==> config.mk <==
export PLATFORM = sky130hd
export DESIGN_NAME = dual_comparator_control
export DESIGN_NICKNAME = d
export VERILOG_FILES = /design/src/include/comparator_config_pkg.sv /design/src/rtl/dual_comparator_control.sv
export SDC_FILE = /design/constraint.sdc
export NUM_CORES = 1
export LEC_CHECK = 0
export BUFFER_PORTS_ARGS = -buffer_cell sky130_fd_sc_hd__buf_4
export CORE_UTILIZATION = 36
export DETAILED_ROUTE_END_ITERATION = 8
export HOLD_SLACK_MARGIN = 0.08
export PLACE_DENSITY = 0.62
export SKIP_CTS_REPAIR_TIMING = 1
export SYNTH_ARGS = -nofsm -noshare
export SYNTH_HDL_FRONTEND = slang
export SYNTH_SLANG_ARGS = --single-unit
==> constraint.sdc <==
create_clock -name clk -period 5.84 [get_ports clk]
set_input_delay 0 -clock clk [delete_from_list [all_inputs] [get_ports clk]]
set_output_delay 0 -clock clk [all_outputs]
set_load 0.02 [all_outputs]
==> src/include/comparator_config_pkg.sv <==
/*
 * Package for the dual comparator control block: register offsets, field
 * positions, reset value and timing counts.
 * Assumes a 10 MHz core clock and a 32-bit AXI4-Lite register bus.
 */
package comparator_config_pkg;

    // ------------------------------------------------------------
    // Register map
    // ------------------------------------------------------------
    localparam logic [7:0]  CONFIG_OFFSET   = 8'h9C;
    localparam logic [7:0]  STATUS_OFFSET   = 8'hA0;
    localparam logic [7:0]  CONFIG_RESET    = 8'h00;
    localparam logic [7:0]  CONFIG_WR_MASK  = 8'h3F;

    // ------------------------------------------------------------
    // Field positions
    // ------------------------------------------------------------
    localparam int SECOND_RESULT_POS   = 7;
    localparam int FIRST_RESULT_POS    = 6;
    localparam int SECOND_POLARITY_POS = 5;
    localparam int FIRST_POLARITY_POS  = 4;
    localparam int INPUT_SWITCH_POS    = 3;
    localparam int MODE_LSB            = 0;
    localparam int MODE_WIDTH          = 3;

    // Status register bits
    localparam int STAT_SETTLING_POS   = 0;
    localparam int STAT_FIRST_CHG_POS  = 1;
    localparam int STAT_SECOND_CHG_POS = 2;

    // ------------------------------------------------------------
    // Timing
    // ------------------------------------------------------------
    localparam int CLK_HZ          = 10_000_000;
    localparam int SETTLE_NS       = 10_000;
    localparam int SETTLE_CYCLES   = (SETTLE_NS * (CLK_HZ / 1_000_000) + 999) / 1000;

    // AXI responses
    localparam logic [1:0]  RESP_OKAY   = 2'b00;
    localparam logic [1:0]  RESP_SLVERR = 2'b10;

    typedef enum logic [1:0] {
        BUS_IDLE = 2'b01,
        BUS_RESP = 2'b10
    } bus_state_t;

endpackage

==> src/rtl/dual_comparator_control.sv <==
/*
 * Dual comparator control: configuration register, result reporting,
 * routing of comparator inputs and outputs to port bits, change detection.
 * Assumes raw comparator results are asynchronous, port pins and analog
 * muxes outside; AXI4-Lite master drives the register bus.
 */
// Added by the designer: the AXI4-Lite interface to the registers.
`timescale 1ns/1ps

// Contract
// - The 8-bit config register at 9Ch has read-only result bits 7:6, writable bits 5:0, all zero at reset.
// - A raw result is one when plus input exceeds minus input; comparator 2 at bit 7, comparator 1 at bit 6.
// - Each reported result is the raw result XOR its polarity bit, bit 5 for comparator 2, bit 4 for 1.
// - The mode field in bits 2:0 picks one of eight routings and whether outputs reach pins.
// - The input switch at bit 3 picks alternate pin pairs, or reference versus pin in one mode.
// - Inputs come from port bits 3:0 and outputs may go to port bits 5:4 by mode.
// - A port pin used as analog input reads zero on its digital path.
// - After a mode change the results are flagged unreliable for a settling interval.
// - A change flag is set while a reported result differs from its latched copy.
// - Any read or write of the config register updates the latched copy, ending the mismatch unless a write flips a polarity bit.
module dual_comparator_control
    import comparator_config_pkg::*;
#(
    parameter int SETTLE_COUNT = SETTLE_CYCLES
) (
    input  wire logic        clk,
    input  wire logic        rstn,
    // AXI4-Lite slave
    input  wire logic [7:0]  s_axi_awaddr,
    input  wire logic        s_axi_awvalid,
    output logic             s_axi_awready,
    input  wire logic [31:0] s_axi_wdata,
    input  wire logic [3:0]  s_axi_wstrb,
    input  wire logic        s_axi_wvalid,
    output logic             s_axi_wready,
    output logic [1:0]       s_axi_bresp,
    output logic             s_axi_bvalid,
    input  wire logic        s_axi_bready,
    input  wire logic [7:0]  s_axi_araddr,
    input  wire logic        s_axi_arvalid,
    output logic             s_axi_arready,
    output logic [31:0]      s_axi_rdata,
    output logic [1:0]       s_axi_rresp,
    output logic             s_axi_rvalid,
    input  wire logic        s_axi_rready,
    // Analog side
    input  wire logic        firstRaw,
    input  wire logic        secondRaw,
    output logic [2:0]       routingMode,
    output logic             inputSwitch,
    output logic             useReference,
    // Port side
    input  wire logic [3:0]  portDigitalIn,
    output logic [3:0]       portReadValue,
    output logic [3:0]       analogPinMask,
    output logic [1:0]       outputPinEnable,
    output logic [1:0]       outputPinValue,
    // Change flags and clears
    input  wire logic [1:0]  changeFlagClear,
    output logic [1:0]       changeFlag,
    output logic             resultsSettling
);

    // Settling counter is 16 bits wide
    if (SETTLE_COUNT < 1 || SETTLE_COUNT > 65535) begin : g_bad_settle
        $error("SETTLE_COUNT out of range");
    end

    // ------------------------------------------------------------
    // Register state
    // ------------------------------------------------------------
    logic [5:0]  ctrl_q;
    logic [1:0]  syncA_q;
    logic [1:0]  syncB_q;
    logic [1:0]  latched_q;
    logic [1:0]  flag_q;
    logic [15:0] settle_q;
    bus_state_t  wrState_q;
    bus_state_t  rdState_q;
    logic [1:0]  bresp_q;
    logic [31:0] rdata_q;
    logic [1:0]  rresp_q;
    logic        awHeld_q;
    logic        wHeld_q;
    logic [7:0]  awAddr_q;
    logic [31:0] wData_q;
    logic [3:0]  wStrb_q;

    logic [1:0]  reported;
    logic        wrFire;
    logic        rdFire;
    logic        cfgAccess;
    logic [7:0]  cfgRead;
    logic [7:0]  newCtrl;
    logic        wrCfg;
    logic        wrStatus;
    logic        rdCfg;
    logic        rdStatus;
    logic        modeChange;

    function automatic logic [3:0] analog_pins(input logic [2:0] m, input logic sw);
        unique case (m)
            3'd0:    analog_pins = 4'hF;
            3'd1:    analog_pins = sw ? 4'hF : 4'hF;
            3'd2:    analog_pins = 4'hF;
            3'd3:    analog_pins = 4'hB;
            3'd4:    analog_pins = 4'h3;
            3'd5:    analog_pins = 4'h2;
            3'd6:    analog_pins = 4'h3;
            default: analog_pins = 4'h0;
        endcase
    endfunction

    function automatic logic [1:0] output_pins(input logic [2:0] m);
        unique case (m)
            3'd6:    output_pins = 2'b11;
            default: output_pins = 2'b00;
        endcase
    endfunction

    // ------------------------------------------------------------
    // Synchroniser and results
    // ------------------------------------------------------------
    always_ff @(posedge clk or negedge rstn) begin
        if (!rstn) begin
            syncA_q <= 2'b00;
            syncB_q <= 2'b00;
        end else begin
            syncA_q <= {secondRaw, firstRaw};
            syncB_q <= syncA_q;
        end
    end

    // Raw one means plus exceeds minus; XOR with polarity
    assign reported = syncB_q ^ {ctrl_q[SECOND_POLARITY_POS], ctrl_q[FIRST_POLARITY_POS]};
    assign cfgRead  = {reported, ctrl_q};

    // ------------------------------------------------------------
    // Routing
    // ------------------------------------------------------------
    assign routingMode     = ctrl_q[MODE_LSB +: MODE_WIDTH];
    assign inputSwitch     = ctrl_q[INPUT_SWITCH_POS];
    assign useReference    = (routingMode == 3'd2) && !inputSwitch;
    assign analogPinMask   = analog_pins(routingMode, inputSwitch);
    assign portReadValue   = portDigitalIn & ~analogPinMask;
    assign outputPinEnable = output_pins(routingMode);
    assign outputPinValue  = outputPinEnable & reported;

    // ------------------------------------------------------------
    // AXI4-Lite write
    // ------------------------------------------------------------
    assign s_axi_awready = (wrState_q == BUS_IDLE) && !awHeld_q;
    assign s_axi_wready  = (wrState_q == BUS_IDLE) && !wHeld_q;
    assign s_axi_bvalid  = (wrState_q == BUS_RESP);
    assign s_axi_bresp   = bresp_q;
    assign wrFire = (wrState_q == BUS_IDLE) && (awHeld_q || s_axi_awvalid) && (wHeld_q || s_axi_wvalid);

    logic [7:0]  wrAddr;
    logic [31:0] wrData;
    logic [3:0]  wrStrb;
    assign wrAddr = awHeld_q ? awAddr_q : s_axi_awaddr;
    assign wrData = wHeld_q ? wData_q : s_axi_wdata;
    assign wrStrb = wHeld_q ? wStrb_q : s_axi_wstrb;

    always_ff @(posedge clk or negedge rstn) begin
        if (!rstn) begin
            wrState_q <= BUS_IDLE;
            awHeld_q  <= 1'b0;
            wHeld_q   <= 1'b0;
            awAddr_q  <= 8'h00;
            wData_q   <= 32'h0;
            wStrb_q   <= 4'h0;
            bresp_q   <= RESP_OKAY;
        end else begin
            unique case (wrState_q)
                BUS_IDLE: begin
                    if (wrFire) begin
                        wrState_q <= BUS_RESP;
                        awHeld_q  <= 1'b0;
                        wHeld_q   <= 1'b0;
                        bresp_q   <= (wrAddr == CONFIG_OFFSET || wrAddr == STATUS_OFFSET) ? RESP_OKAY : RESP_SLVERR;
                    end else begin
                        if (s_axi_awvalid && !awHeld_q) begin
                            awHeld_q <= 1'b1;
                            awAddr_q <= s_axi_awaddr;
                        end
                        if (s_axi_wvalid && !wHeld_q) begin
                            wHeld_q <= 1'b1;
                            wData_q <= s_axi_wdata;
                            wStrb_q <= s_axi_wstrb;
                        end
                    end
                end
                BUS_RESP: begin
                    if (s_axi_bready) begin
                        wrState_q <= BUS_IDLE;
                    end
                end
                default: wrState_q <= BUS_IDLE;
            endcase
        end
    end

    // ------------------------------------------------------------
    // Address decode
    // ------------------------------------------------------------
    assign wrCfg      = wrFire && (wrAddr == CONFIG_OFFSET) && wrStrb[0];
    assign wrStatus   = wrFire && (wrAddr == STATUS_OFFSET) && wrStrb[0];
    assign rdCfg      = rdFire && (s_axi_araddr == CONFIG_OFFSET);
    assign rdStatus   = rdFire && (s_axi_araddr == STATUS_OFFSET);
    assign newCtrl    = (wrData[7:0] & CONFIG_WR_MASK) | ({2'b00, ctrl_q} & ~CONFIG_WR_MASK);
    assign modeChange = wrCfg && (newCtrl[MODE_LSB +: MODE_WIDTH] != routingMode);

    always_ff @(posedge clk or negedge rstn) begin
        if (!rstn) begin
            ctrl_q <= CONFIG_RESET[5:0];
        end else if (wrCfg) begin
            ctrl_q <= newCtrl[5:0];
        end
    end

    // ------------------------------------------------------------
    // AXI4-Lite read
    // ------------------------------------------------------------
    assign s_axi_arready = (rdState_q == BUS_IDLE);
    assign s_axi_rvalid  = (rdState_q == BUS_RESP);
    assign s_axi_rdata   = rdata_q;
    assign s_axi_rresp   = rresp_q;
    assign rdFire = (rdState_q == BUS_IDLE) && s_axi_arvalid;

    always_ff @(posedge clk or negedge rstn) begin
        if (!rstn) begin
            rdState_q <= BUS_IDLE;
            rdata_q   <= 32'h0;
            rresp_q   <= RESP_OKAY;
        end else begin
            unique case (rdState_q)
                BUS_IDLE: begin
                    if (rdFire) begin
                        rdState_q <= BUS_RESP;
                        rresp_q   <= RESP_OKAY;
                        if (rdCfg) begin
                            rdata_q <= {24'h0, cfgRead};
                        end else if (rdStatus) begin
                            rdata_q <= {29'h0, flag_q, resultsSettling};
                        end else begin
                            rdata_q <= 32'h0;
                            rresp_q <= RESP_SLVERR;
                        end
                    end
                end
                BUS_RESP: begin
                    if (s_axi_rready) begin
                        rdState_q <= BUS_IDLE;
                    end
                end
                default: rdState_q <= BUS_IDLE;
            endcase
        end
    end

    // ------------------------------------------------------------
    // Change detection
    // ------------------------------------------------------------
    assign cfgAccess = rdCfg || (wrFire && wrAddr == CONFIG_OFFSET);

    always_ff @(posedge clk or negedge rstn) begin
        if (!rstn) begin
            latched_q <= 2'b00;
        end else if (cfgAccess) begin
            latched_q <= reported;
        end
    end

    // Set wins over clear; bus write of one to status clears too
    logic [1:0] busClear;
    assign busClear = wrStatus ? wrData[2:1] : 2'b00;

    always_ff @(posedge clk or negedge rstn) begin
        if (!rstn) begin
            flag_q <= 2'b00;
        end else begin
            flag_q <= (flag_q & ~(changeFlagClear | busClear)) | (reported ^ latched_q);
        end
    end
    assign changeFlag = flag_q;

    // ------------------------------------------------------------
    // Settling after mode change
    // ------------------------------------------------------------
    always_ff @(posedge clk or negedge rstn) begin
        if (!rstn) begin
            settle_q <= 16'h0;
        end else if (modeChange) begin
            settle_q <= 16'(SETTLE_COUNT);
        end else if (settle_q != 16'h0) begin
            settle_q <= settle_q - 16'h1;
        end
    end
    assign resultsSettling = (settle_q != 16'h0);

endmodule

Yosys cells after proc, flatten, opt, wreduce, memory -nomap -nowiden. Cells that the tools add are included. W data, S select, Z words.

Add/sub/neg operators: 1. $mul: 0. Divide/modulo/power cells: 0. Magnitude comparators: 0. Eq/ne operators: 19. Shifts and indexed selects: 0. Multiplexer cells: 23. Bitwise logic cells: 10. Reduce and logical (&&, ||, !) cells: 37.

Operator list (count): $eq A8 B8 Y1 const B (4); $mux W16 (2); $mux W2 (9); $mux W8 (2); $pmux W4 S4 (1); $reduce_bool A16 Y1 (1); $sub A16 B1 Y16 const B (1); $logic_and A1 B1 Y1 (15); $reduce_and A2 Y1 (6); $eq A3 B3 Y1 const B (3); $pmux W2 S2 (2); $eq A3 B2 Y1 const B (2); $mux W6 (1); $ne A2 B1 Y1 const B (3); $reduce_and A3 Y1 (2); $reduce_bool A2 Y1 (3); $mux W1 (5); $and A2 B2 Y2 (2); $and A4 B4 Y4 (1); $eq A2 B1 Y1 const B (2); $eq A2 B2 Y1 const B (2); $logic_or A1 B1 Y1 (4); $not A4 Y4 (1); $or A2 B2 Y2 (2); 11 further kinds (14).

Flip-flop bits (word level): 87. Latch bits: 0. Memory bits (writable): 0. Bits in read-only memories: 0. Memories kept: 0.

Depth between registers and ports, before layout. Gate-level depths: netlist of the first run.

Word-level depth: 10. Gate-level depth with buffers: 8. Mapped depth without buffers: 7.

Worst setup path after synthesis of the first run. OpenSTA, ideal clock, no wires.

Path kind: register -> register. Start point: reg settle_q[0]. End point: reg settle_q[14]. Library setup time: 0.119 ns. Arrival: 1.863 ns. Path slack: 3.859 ns. Cell stages (with the launch flop): 9. Path through: dfrtp_1 -> inv_1 -> ha_1 -> or3b_1 -> or3_1 -> buf_4 -> nor4_4 -> xnor2_1 -> nor2_1.

Word-level cells in the longest chain between the ends: 3.

RTL lines: from (decl) (RTL line dual_comparator_control.sv:77) `logic [15:0] settle_q;`; from (signal assigned) (RTL line dual_comparator_control.sv:295) `settle_q <= 16'(SETTLE_COUNT);`; from (signal assigned) (RTL line dual_comparator_control.sv:297) `settle_q <= settle_q - 16'h1;`; $sub A16 B1 Y16 (RTL line dual_comparator_control.sv:297); $mux W16 (RTL line dual_comparator_control.sv:296) `end else if (settle_q != 16'h0) begin`; $mux W16 (RTL line dual_comparator_control.sv:294) `end else if (modeChange) begin`.

Several ways; a longest one is shown, not always the timed one. The select of a mux whose other input is x is not followed. A chain may end at the register's enable or synchronous reset.

Final worst setup path of the first run.
Start point: reg wHeld_q. End point: reg settle_q[8].

Word-level cells in the longest chain between the ends: 6.

RTL lines: from (decl) (RTL line dual_comparator_control.sv:84) `logic wHeld_q;`; from (signal assigned) (RTL line dual_comparator_control.sv:169) `wHeld_q <= 1'b0;`; from (signal assigned) (RTL line dual_comparator_control.sv:180) `wHeld_q <= 1'b0;`; from (signal assigned) (RTL line dual_comparator_control.sv:188) `wHeld_q <= 1'b1;`; parallel branches: the longest is 4 deep, another holds $mux W6; $logic_and A1 B1 Y1 (*) (RTL line dual_comparator_control.sv:212) `assign modeChange = wrCfg && (newCtrl[MODE_LSB +: MODE_WIDTH] != routingMode);`; $mux W16 / $reduce_bool A2 Y1 (equally long branches).

Every way passes the cells marked *.

==> metrics, run 1 <==
most numerous cell types in the synthesized netlist=59 x dfrtp_1, 33 x buf_4, 23 x nor2_1, 20 x mux2_2, 20 x nand2_1; FF+latch count, synth=61; CTS root buffer=clkbuf_8; cell types with the largest area share after synthesis=dfrtp_1 46%, buf_4 7.8%, mux2_2 7.1%; total number of nets in the final design=461; Arrival @ worst endpoint=2610 ps; DRC violation count after routing=0; internal power component=955.4 µW; Max Fclk=413.4 MHz; PwrDens=348.3 nW/µm²; endpoint class of the critical path=flip-flop; element type at the critical path start=flip-flop; DIE AREA=9251 µm²; maximum resistive drop on vdd=180.3 µV; fraction of layout cells with a size suffix above 1=31.23%; slew at the pin closest to its max-slew limit=773.6 ps; clock tree sinks=61; number of instances in the synthesized netlist=297; vias per cell=4.831; relative area change from synthesis to final layout=29.66%; Core Rows=33; clock network fraction of design power=26.2%; status=finished, final reports clean; placed wire-length estimate=4841 µm; total of buffers placed on input and output ports=72; Diodes inserted=0; overall routed net length=6831 µm; sum of negative setup slack=0 ps; post-synth top area share=46.24%; Post-Route Skew=7.493 ps; total congestion overflow=0; Fill cells=784; Hold Vio Cnt, Final=0; routed length per instance=13.61 µm; antenna violations before repair=0; most repeated cell in the gate-level netlist after synthesis=dfrtp_1; Die X=96.18 µm; clk slew on worst S/H paths=70 ps; detailed-route via count=2425; total global routing track utilization=15.09%; H-tree depth=3; # Max-Cap Violations=0; Switching Share=33.76%; unrepaired setup endpoints after global routing=false; cell accounting for the most synthesized area=dfrtp_1; WS Path Type=reg -> reg; routability congestion estimate from global placement=0.7719; Pre-antenna DRT Iters=5; via count of the first global-routing pass=2105; area used by sequential logic in the layout=1529 µm²; Die Height=96.18 µm; register share of total power=45.0%; TritonCTS clock tree=done; setup violators final=0; flip-flop cell with the highest count after synthesis=dfrtp_1; leakage dissipation=1.939 nW; per-instance average area after synthesis=10.75 µm²; Max Transition Viols Final=0; sequential fraction of the synthesis area=47.88%; top-level port count=128; maximum number of pins on one net before global-route repair=62; remaining antenna violation count after routing=0; worst min-delay path category=in -> reg; P_sw=486.9 µW; Comb power frac=28.9%; clock insertion delay at the later pin of the skew report=340 ps; count of flip-flops with a built-in enable after synthesis=0; worst-path fanout max=14; worst slew margin relative to its limit=48.43%; Tmin final=2419 ps; core utilization of the finished layout=49.40%; count of distinct cell types in the synthesized netlist=55; part of the cycle the worst path needs=41.42%; initial DRC count=104; global-route wire length before repair=10280 µm; warnings from Yosys=0; starting utilization of the core area=38.10%; required time at the worst-slack endpoint=6040 ps; area taken by multi-input logic gates=1439 µm²; Post-synth ARST share=100.0%; total clock buffers created by CTS=9; maximum clock path buffer count=2; Floorplan Core Area=8382 µm²; netlist area before placement=3193 µm²
metrics by stage:
| stage | hold slack (ps) | total power, mW | std cells | worst slack, ps | instance area (µm²) |
|---|---|---|---|---|---|
| after floorplan | -295.6 | 0.9327 | 322 | 3859 | 3287 |
| after global placement | 112.4 | 1.039 | 462 | 3426 | 3700 |
| after detailed placement | 111.9 | 1.055 | 462 | 3403 | 3700 |
| after CTS | -254.8 | 1.438 | 478 | 3380 | 3900 |
| after global routing | 116.9 | 1.539 | 502 | 3193 | 4140 |
| final | 113.8 | 1.442 | 502 | 3421 | 4140 |
cell families after synthesis:
family | Yosys count | synth area share, %
simple gates | 103 | 19.91
flops | 61 | 47.88
fa+ha+maj | 2 | 0.7836
xor+xnor | 18 | 4.937
buf+inv | 52 | 9.992
other cells | 1 | 0.1174
compound gates | 35 | 7.759
mux | 25 | 8.621
area by class of cell:
cell class / count / area share, %
clock buffer: 10 / 3.324
clock inverter: 6 / 1.511
inverter: 14 / 1.269
multi-input combinational: 209 / 34.75
sequential: 61 / 36.93
tap: 105 / 3.173
timing repair buffer: 97 / 19.04
per-layer routing:
metal / wire length (µm) / up-vias / GRT usage, %
met4: 57 / 0 / 4.726
met2: 3458 / 77 / 23.17
met1: 2972 / 1169 / 19.39
met5: 0 / - / 0
met3: 342 / 7 / 6.082
li1: - / 1172 / -
cell usage in the layout (no fill, tap or decap), types with 6 or more instances in the layout:
master,synthesis,routed
buf_4,33,73
dfrtp_1,59,59
conb_1,1,26
dlygate4sd3_1,0,24
nor2_1,23,23
nand2_1,20,20
mux2_2,20,20
inv_1,14,14
xnor2_1,11,11
clkbuf_8,0,10
xor2_1,7,7
nor3_1,7,7
nand3_1,6,6
o21ai_1,6,6
worst max-delay path, stage by stage, from the launching register on:
cell,delay (ps)
dfrtp_1,650
nor2_1,150
nor4_1,540
o21ai_1,130
buf_4,210
nor2_2,470
nor2_1,110
registers in the layout (all words and copies together), names as in the netlist, 2 cells and up:
| register | count |
|---|---|
| latched_q | 2 |
| changeFlag | 2 |
| settle_q | 16 |
| rdState_q | 2 |
| s_axi_rdata | 8 |
| syncB_q | 2 |
| wrState_q | 2 |
| ctrl_q | 6 |
| syncA_q | 2 |
| awAddr_q | 8 |
| wData_q | 6 |
power groups by stage:
stage	clock network, mW	logic, mW	registers (mW)
floorplan	0	0.306	0.626
global placement	0	0.390	0.649
detailed placement	0	0.400	0.655
CTS	0.388	0.402	0.648
global route	0.411	0.458	0.669
finish	0.378	0.416	0.649
final timing paths:
kind | startpoint | endpoint | slack (ps) | cells past startpoint
max in group asynchronous | rstn | settle_q[5] | 5050 | 2
hold / removal | s_axi_awvalid | wrState_q[1] | 110 | 3
setup reg to reg | wHeld_q | settle_q[8] | 3420 | 6
setup / recovery | wHeld_q | settle_q[8] | 3420 | 6
min in group asynchronous | rstn | awAddr_q[2] | 290 | 2
hold reg to reg | syncA_q[1] | syncB_q[1] | 360 | 0
No activity file was read; power rests on OpenSTA's default activity.
==> run 2, diff against run 1 <==
clock period = 2.4 ns   (was 5.84 ns; I/O delays follow)
==> run 2 against run 1 <==
Compared with the run above: clock power increased to 2.7 times the previous value; clock-buffer cell count stayed put; flip-flop and latch count did not move; core utilization grew 0.91 points; largest cell class unchanged; largest power group unchanged.
==> metrics, run 2 (same netlist as run 1, synthesis figures left out) <==
leakage dissipation=1.993 nW (+2.8%); # Max-Cap Violations=0 (unchanged); Hold Vio Cnt, Final=0 (unchanged); worst min-delay path category=in -> reg; worst-path fanout max=6 (-8); global-route wire length before repair=10370 µm (+0.87%); maximum number of pins on one net before global-route repair=62 (unchanged); final cell area excluding filler cells=4217 µm² (+1.8%); placed wire-length estimate=4890 µm (+1.0%); total power consumption of the routed design=3.625 mW (+150%); WS Path Type=reg -> reg; total global routing track utilization=15.05% (-0.046 points); Core Rows=33 (unchanged); DIE AREA=9251 µm² (unchanged); Pre-antenna DRT Iters=4 (-1); Final WS setup=283.8 ps (-3137 ps); WHS Path Cells=4 (+1); register ranked first by flip-flop count=settle_q; Cells after DPL=469 (+1.5%); part of the cycle the worst path needs=88.18% (+47 points); antenna violations before repair=0 (unchanged); post-placement cell area=3752 µm² (+1.4%); worst setup slack after placement=275.5 ps (-3127 ps); peak per-stage delay on the critical path=470 ps (-180 ps); unrepaired setup endpoints after global routing=false; area taken by multi-input logic gates=1439 µm² (unchanged); maximum clock path buffer count=2 (unchanged); fraction of layout cells with a size suffix above 1=32.43% (+1.2 points); vias per cell=4.835 (about the same); top-level port count=128 (unchanged); PwrDens=859.8 nW/µm² (+150%); most frequent standard cell in the layout excluding fill and tap cells=buf_4; Die Height=96.18 µm (unchanged); slowest stage cell on the critical path=or3_1; worst slew margin relative to its limit=48.04% (-0.38 points); Floorplan Core Area=8382 µm² (unchanged); area used by sequential logic in the layout=1529 µm² (unchanged); total congestion overflow=0 (unchanged); routability congestion estimate from global placement=0.7848 (+1.7%); required time at the worst-slack endpoint=2640 ps (-3400 ps); clk slew on worst S/H paths=70 ps (about the same); DRC violation count after routing=0 (unchanged); initial DRC count=69 (-34%); path length in cells of the critical path=7 (+1); H-tree depth=3 (unchanged); remaining antenna violation count after routing=0 (unchanged); maximum resistive drop on vdd=581.0 µV (+220%); Post-Route Hold Slack=150.4 ps (+36.56 ps); core utilization of the finished layout=50.31% (+0.91 points); total of buffers placed on input and output ports=72 (unchanged); CTS root buffer=clkbuf_8; total number of nets in the final design=468 (+1.5%); clock insertion delay at the later pin of the skew report=340 ps (about the same); setup violators final=0 (unchanged); commonest cells after routing, fill and taps aside=80 x buf_4, 59 x dfrtp_1, 26 x conb_1, 24 x dlygate4sd3_1, 23 x nor2_1; Die X=96.18 µm (unchanged); max reg flops=16 (unchanged); element type at the critical path start=flip-flop; via count of the first global-routing pass=2168 (+3.0%); detailed-route via count=2461 (+1.5%); Tmin final=2116 ps (-302.6 ps); status=finished, final reports clean; clock tree sinks=61 (unchanged); worst reg2reg path depth=7 (+1); starting utilization of the core area=38.10% (unchanged); Max Transition Viols Final=0 (unchanged); non-filler cells, final=509 (+1.4%); total clock buffers created by CTS=9 (unchanged); crit path buf inv count=1 (unchanged); sum of negative setup slack=0 ps (unchanged); crit-path leading delay family=simple AND/OR/NAND/NOR gates; worst path cell trace=inv_1 > ha_1 > or3b_1 > or3_1 > nor4_4 > xnor2_1 > nor2_1; slew at the pin closest to its max-slew limit=779.4 ps (+5.751 ps); relative area change from synthesis to final layout=32.05%; endpoint class of the critical path=flip-flop; routed length per instance=13.38 µm (-1.6%); Diodes inserted=0 (unchanged); Post-Route Skew=10.54 ps (+3.049 ps); TritonCTS clock tree=done; Arrival @ worst endpoint=2350 ps (-260 ps); Fill cells=799 (+1.9%); Max Fclk=472.5 MHz (+14%); overall routed net length=6812 µm (-0.28%)
run 2: area by class of cell:
| class | instances | area share [%] |
|---|---|---|
| clock buffers | 10 | 3.264 |
| clock inverters | 6 | 2.047 |
| well taps | 105 | 3.116 |
| multi-input cells | 209 | 34.12 |
| repair buffers | 104 | 19.94 |
| inverters | 14 | 1.246 |
| flip-flops and latches | 61 | 36.26 |
run 2: worst reg2reg max path: stages (launching register included):
cell	delay [ps]
dfrtp_1	420
inv_1	90
ha_1	170
or3b_1	390
or3_1	470
nor4_4	270
xnor2_1	140
nor2_1	50
run 2: worst paths after layout:
path,startpoint,endpoint,slack [ps]
hold / removal,s_axi_araddr[4],s_axi_rresp[1],150
setup / recovery,settle_q[0],settle_q[14],280
hold reg to reg,syncA_q[0],syncB_q[0],350
max in group asynchronous,rstn,wData_q[3],1610
min in group asynchronous,rstn,awAddr_q[4],280
setup reg to reg,settle_q[0],settle_q[14],280
run 2: power breakdown:
group	internal [mW]	total [mW]	switching, mW
logic	0.521	1.03	0.509
registers	1.31	1.57	0.259
clock network	0.611	1.02	0.413
total	2.45	3.63	1.18
run 2: routing by layer:
layer	global-route usage (%)	part of all wire, %	up-vias
met5	0	0	-
met4	7.463	1.7	0
met3	3.555	4.8	11
met2	23.29	50	77
met1	19.64	43	1180
li1	-	-	1193
==> run 3, diff against run 2 <==
--- a/config.mk
+++ b/config.mk
@@ -9,4 +9,5 @@
 export CORE_UTILIZATION = 36
 export DETAILED_ROUTE_END_ITERATION = 8
+export GPL_ROUTABILITY_DRIVEN = 1
 export HOLD_SLACK_MARGIN = 0.08
 export PLACE_DENSITY = 0.62
==> constraint.sdc (replaced) <==
create_clock -name clk -period 2.4 [get_ports clk]
set_input_delay 0.12 -clock clk [delete_from_list [all_inputs] [get_ports clk]]
set_output_delay 0.12 -clock clk [all_outputs]
set_load 0.02 [all_outputs]
==> run 3 against run 2 <==
Compared with the run above: total power is 2.7% lower; global-route usage is 0.34 points higher; clock skew is 1.1 ps higher; critical endpoint unchanged; largest cell class unchanged.
==> metrics, run 3 (same netlist as run 1, synthesis figures left out) <==
status=finished, final reports clean; remaining antenna violation count after routing=0 (unchanged); maximum resistive drop on vdd=426.7 µV (-27%); total congestion overflow=0 (unchanged); worst slew margin relative to its limit=48.89% (+0.84 points); DIE AREA=9251 µm² (unchanged); element type at the critical path start=flip-flop; total clock buffers created by CTS=9 (unchanged); Die Height=96.18 µm (unchanged); detailed-route via count=2443 (-0.73%); Max Transition Viols Final=0 (unchanged); required time at the worst-slack endpoint=2640 ps (about the same); max reg flops=16 (unchanged); Fill cells=766 (-4.1%); crit-path leading delay family=simple AND/OR/NAND/NOR gates; unrepaired setup endpoints after global routing=false; Final WS setup=258.2 ps (-25.59 ps); via count of the first global-routing pass=2195 (+1.2%); placed wire-length estimate=5026 µm (+2.8%); commonest cells after routing, fill and taps aside=82 x buf_4, 59 x dfrtp_1, 26 x conb_1, 23 x nor2_1, 21 x dlygate4sd3_1; total of buffers placed on input and output ports=72 (unchanged); antenna violations before repair=0 (unchanged); area used by sequential logic in the layout=1529 µm² (unchanged); Tmin final=2142 ps (+25.59 ps); Die X=96.18 µm (unchanged); vias per cell=4.809 (-0.54%); area taken by multi-input logic gates=1439 µm² (unchanged); WS Path Type=reg -> reg; Hold Vio Cnt, Final=0 (unchanged); Arrival @ worst endpoint=2380 ps (+30 ps); leakage dissipation=1.970 nW (-1.1%); routed length per instance=13.44 µm (+0.46%); worst path cell trace=inv_1 > ha_1 > or3b_1 > or3_1 > nor4_4 > xnor2_1 > nor2_1; overall routed net length=6830 µm (+0.26%); TritonCTS clock tree=done; Max Fclk=466.9 MHz (-1.2%); relative area change from synthesis to final layout=30.80%; initial DRC count=57 (-17%); top-level port count=128 (unchanged); peak per-stage delay on the critical path=480 ps (about the same); total number of nets in the final design=467 (-0.21%); worst setup slack after placement=242.2 ps (-33.28 ps); worst min-delay path category=in -> reg; CTS root buffer=clkbuf_8; maximum number of pins on one net before global-route repair=62 (unchanged); clock tree sinks=61 (unchanged); Pre-antenna DRT Iters=4 (unchanged); register ranked first by flip-flop count=settle_q; # Max-Cap Violations=0 (unchanged); sum of negative setup slack=0 ps (unchanged); Diodes inserted=0 (unchanged); fraction of layout cells with a size suffix above 1=33.00% (+0.58 points); Core Rows=33 (unchanged); maximum clock path buffer count=2 (unchanged); slew at the pin closest to its max-slew limit=766.7 ps (-12.66 ps); clock insertion delay at the later pin of the skew report=340 ps (about the same); starting utilization of the core area=38.10% (unchanged); most frequent standard cell in the layout excluding fill and tap cells=buf_4; H-tree depth=3 (unchanged); DRC violation count after routing=0 (unchanged); Floorplan Core Area=8382 µm² (unchanged); clk slew on worst S/H paths=80 ps (about the same); worst-path fanout max=6 (unchanged); slowest stage cell on the critical path=or3_1; routability congestion estimate from global placement=0.7747 (-1.3%); endpoint class of the critical path=flip-flop; part of the cycle the worst path needs=89.24% (+1.1 points); global-route wire length before repair=10620 µm (+2.4%); setup violators final=0 (unchanged); Post-Route Skew=11.67 ps (+1.126 ps); crit path buf inv count=1 (unchanged); PwrDens=844.5 nW/µm² (-1.8%); total global routing track utilization=15.38% (+0.34 points); Post-Route Hold Slack=103.9 ps (-46.45 ps)
-- run 3: worst reg2reg max path: cells and delay by family (launching register included) --
kind / cells / cell delay, ps
flip-flops: 1 / 440
AND/OR/NAND/NOR: 4 / 1200
buffers and inverters: 1 / 100
adder cells (fa/ha/maj): 1 / 170
XOR/XNOR: 1 / 150
-- run 3: per-stage QoR --
step	cell area (µm²)	instances	total power [mW]	util (%)
after floorplan	3287	322	2.270	-
after global placement	3767	471	2.572	44.95
after detailed placement	3767	471	2.610	44.95
after CTS	3966	487	3.540	47.32
after global routing	4177	508	3.758	49.83
final	4177	508	3.527	49.83
-- run 3: worst paths after layout --
| kind | cells past startpoint | end | slack, ps | from |
|---|---|---|---|---|
| min in group asynchronous | 2 | settle_q[6] | 400 | rstn |
| max in group asynchronous | 2 | s_axi_rresp[1] | 1490 | rstn |
| worst max register to register | 7 | settle_q[14] | 260 | settle_q[0] |
| worst min-delay path | 3 | changeFlag[1] | 100 | changeFlagClear[1] |
| worst max-delay path | 7 | settle_q[14] | 260 | settle_q[0] |
| worst min register to register | 0 | syncB_q[0] | 350 | syncA_q[0] |
-- run 3: final cells by class --
type                       instances  share of cell area [%]
clock buffer                       9                   2.966
clock inverter                     7                   1.797
inverter                          14                   1.258
multi-input combinational        209                   34.45
sequential                        61                   36.61
tap                              105                   3.146
timing repair buffer             103                   19.77
-- run 3: where the power goes --
| part | switching, mW | leakage (nW) | total [mW] | internal, mW |
|---|---|---|---|---|
| Sequential | 0.250 | 0.726 | 1.56 | 1.31 |
| Combinational | 0.515 | 1.15 | 1.04 | 0.527 |
| Clock | 0.439 | 0.0918 | 0.921 | 0.482 |
-- run 3: layer usage --
| layer | GRT usage, % | routed length, µm |
|---|---|---|
| met1 | 20.74 | 3061 |
| met2 | 23.58 | 3393 |
| met3 | 4.660 | 329 |
| met4 | 4.851 | 46 |
| met5 | 0 | 0 |
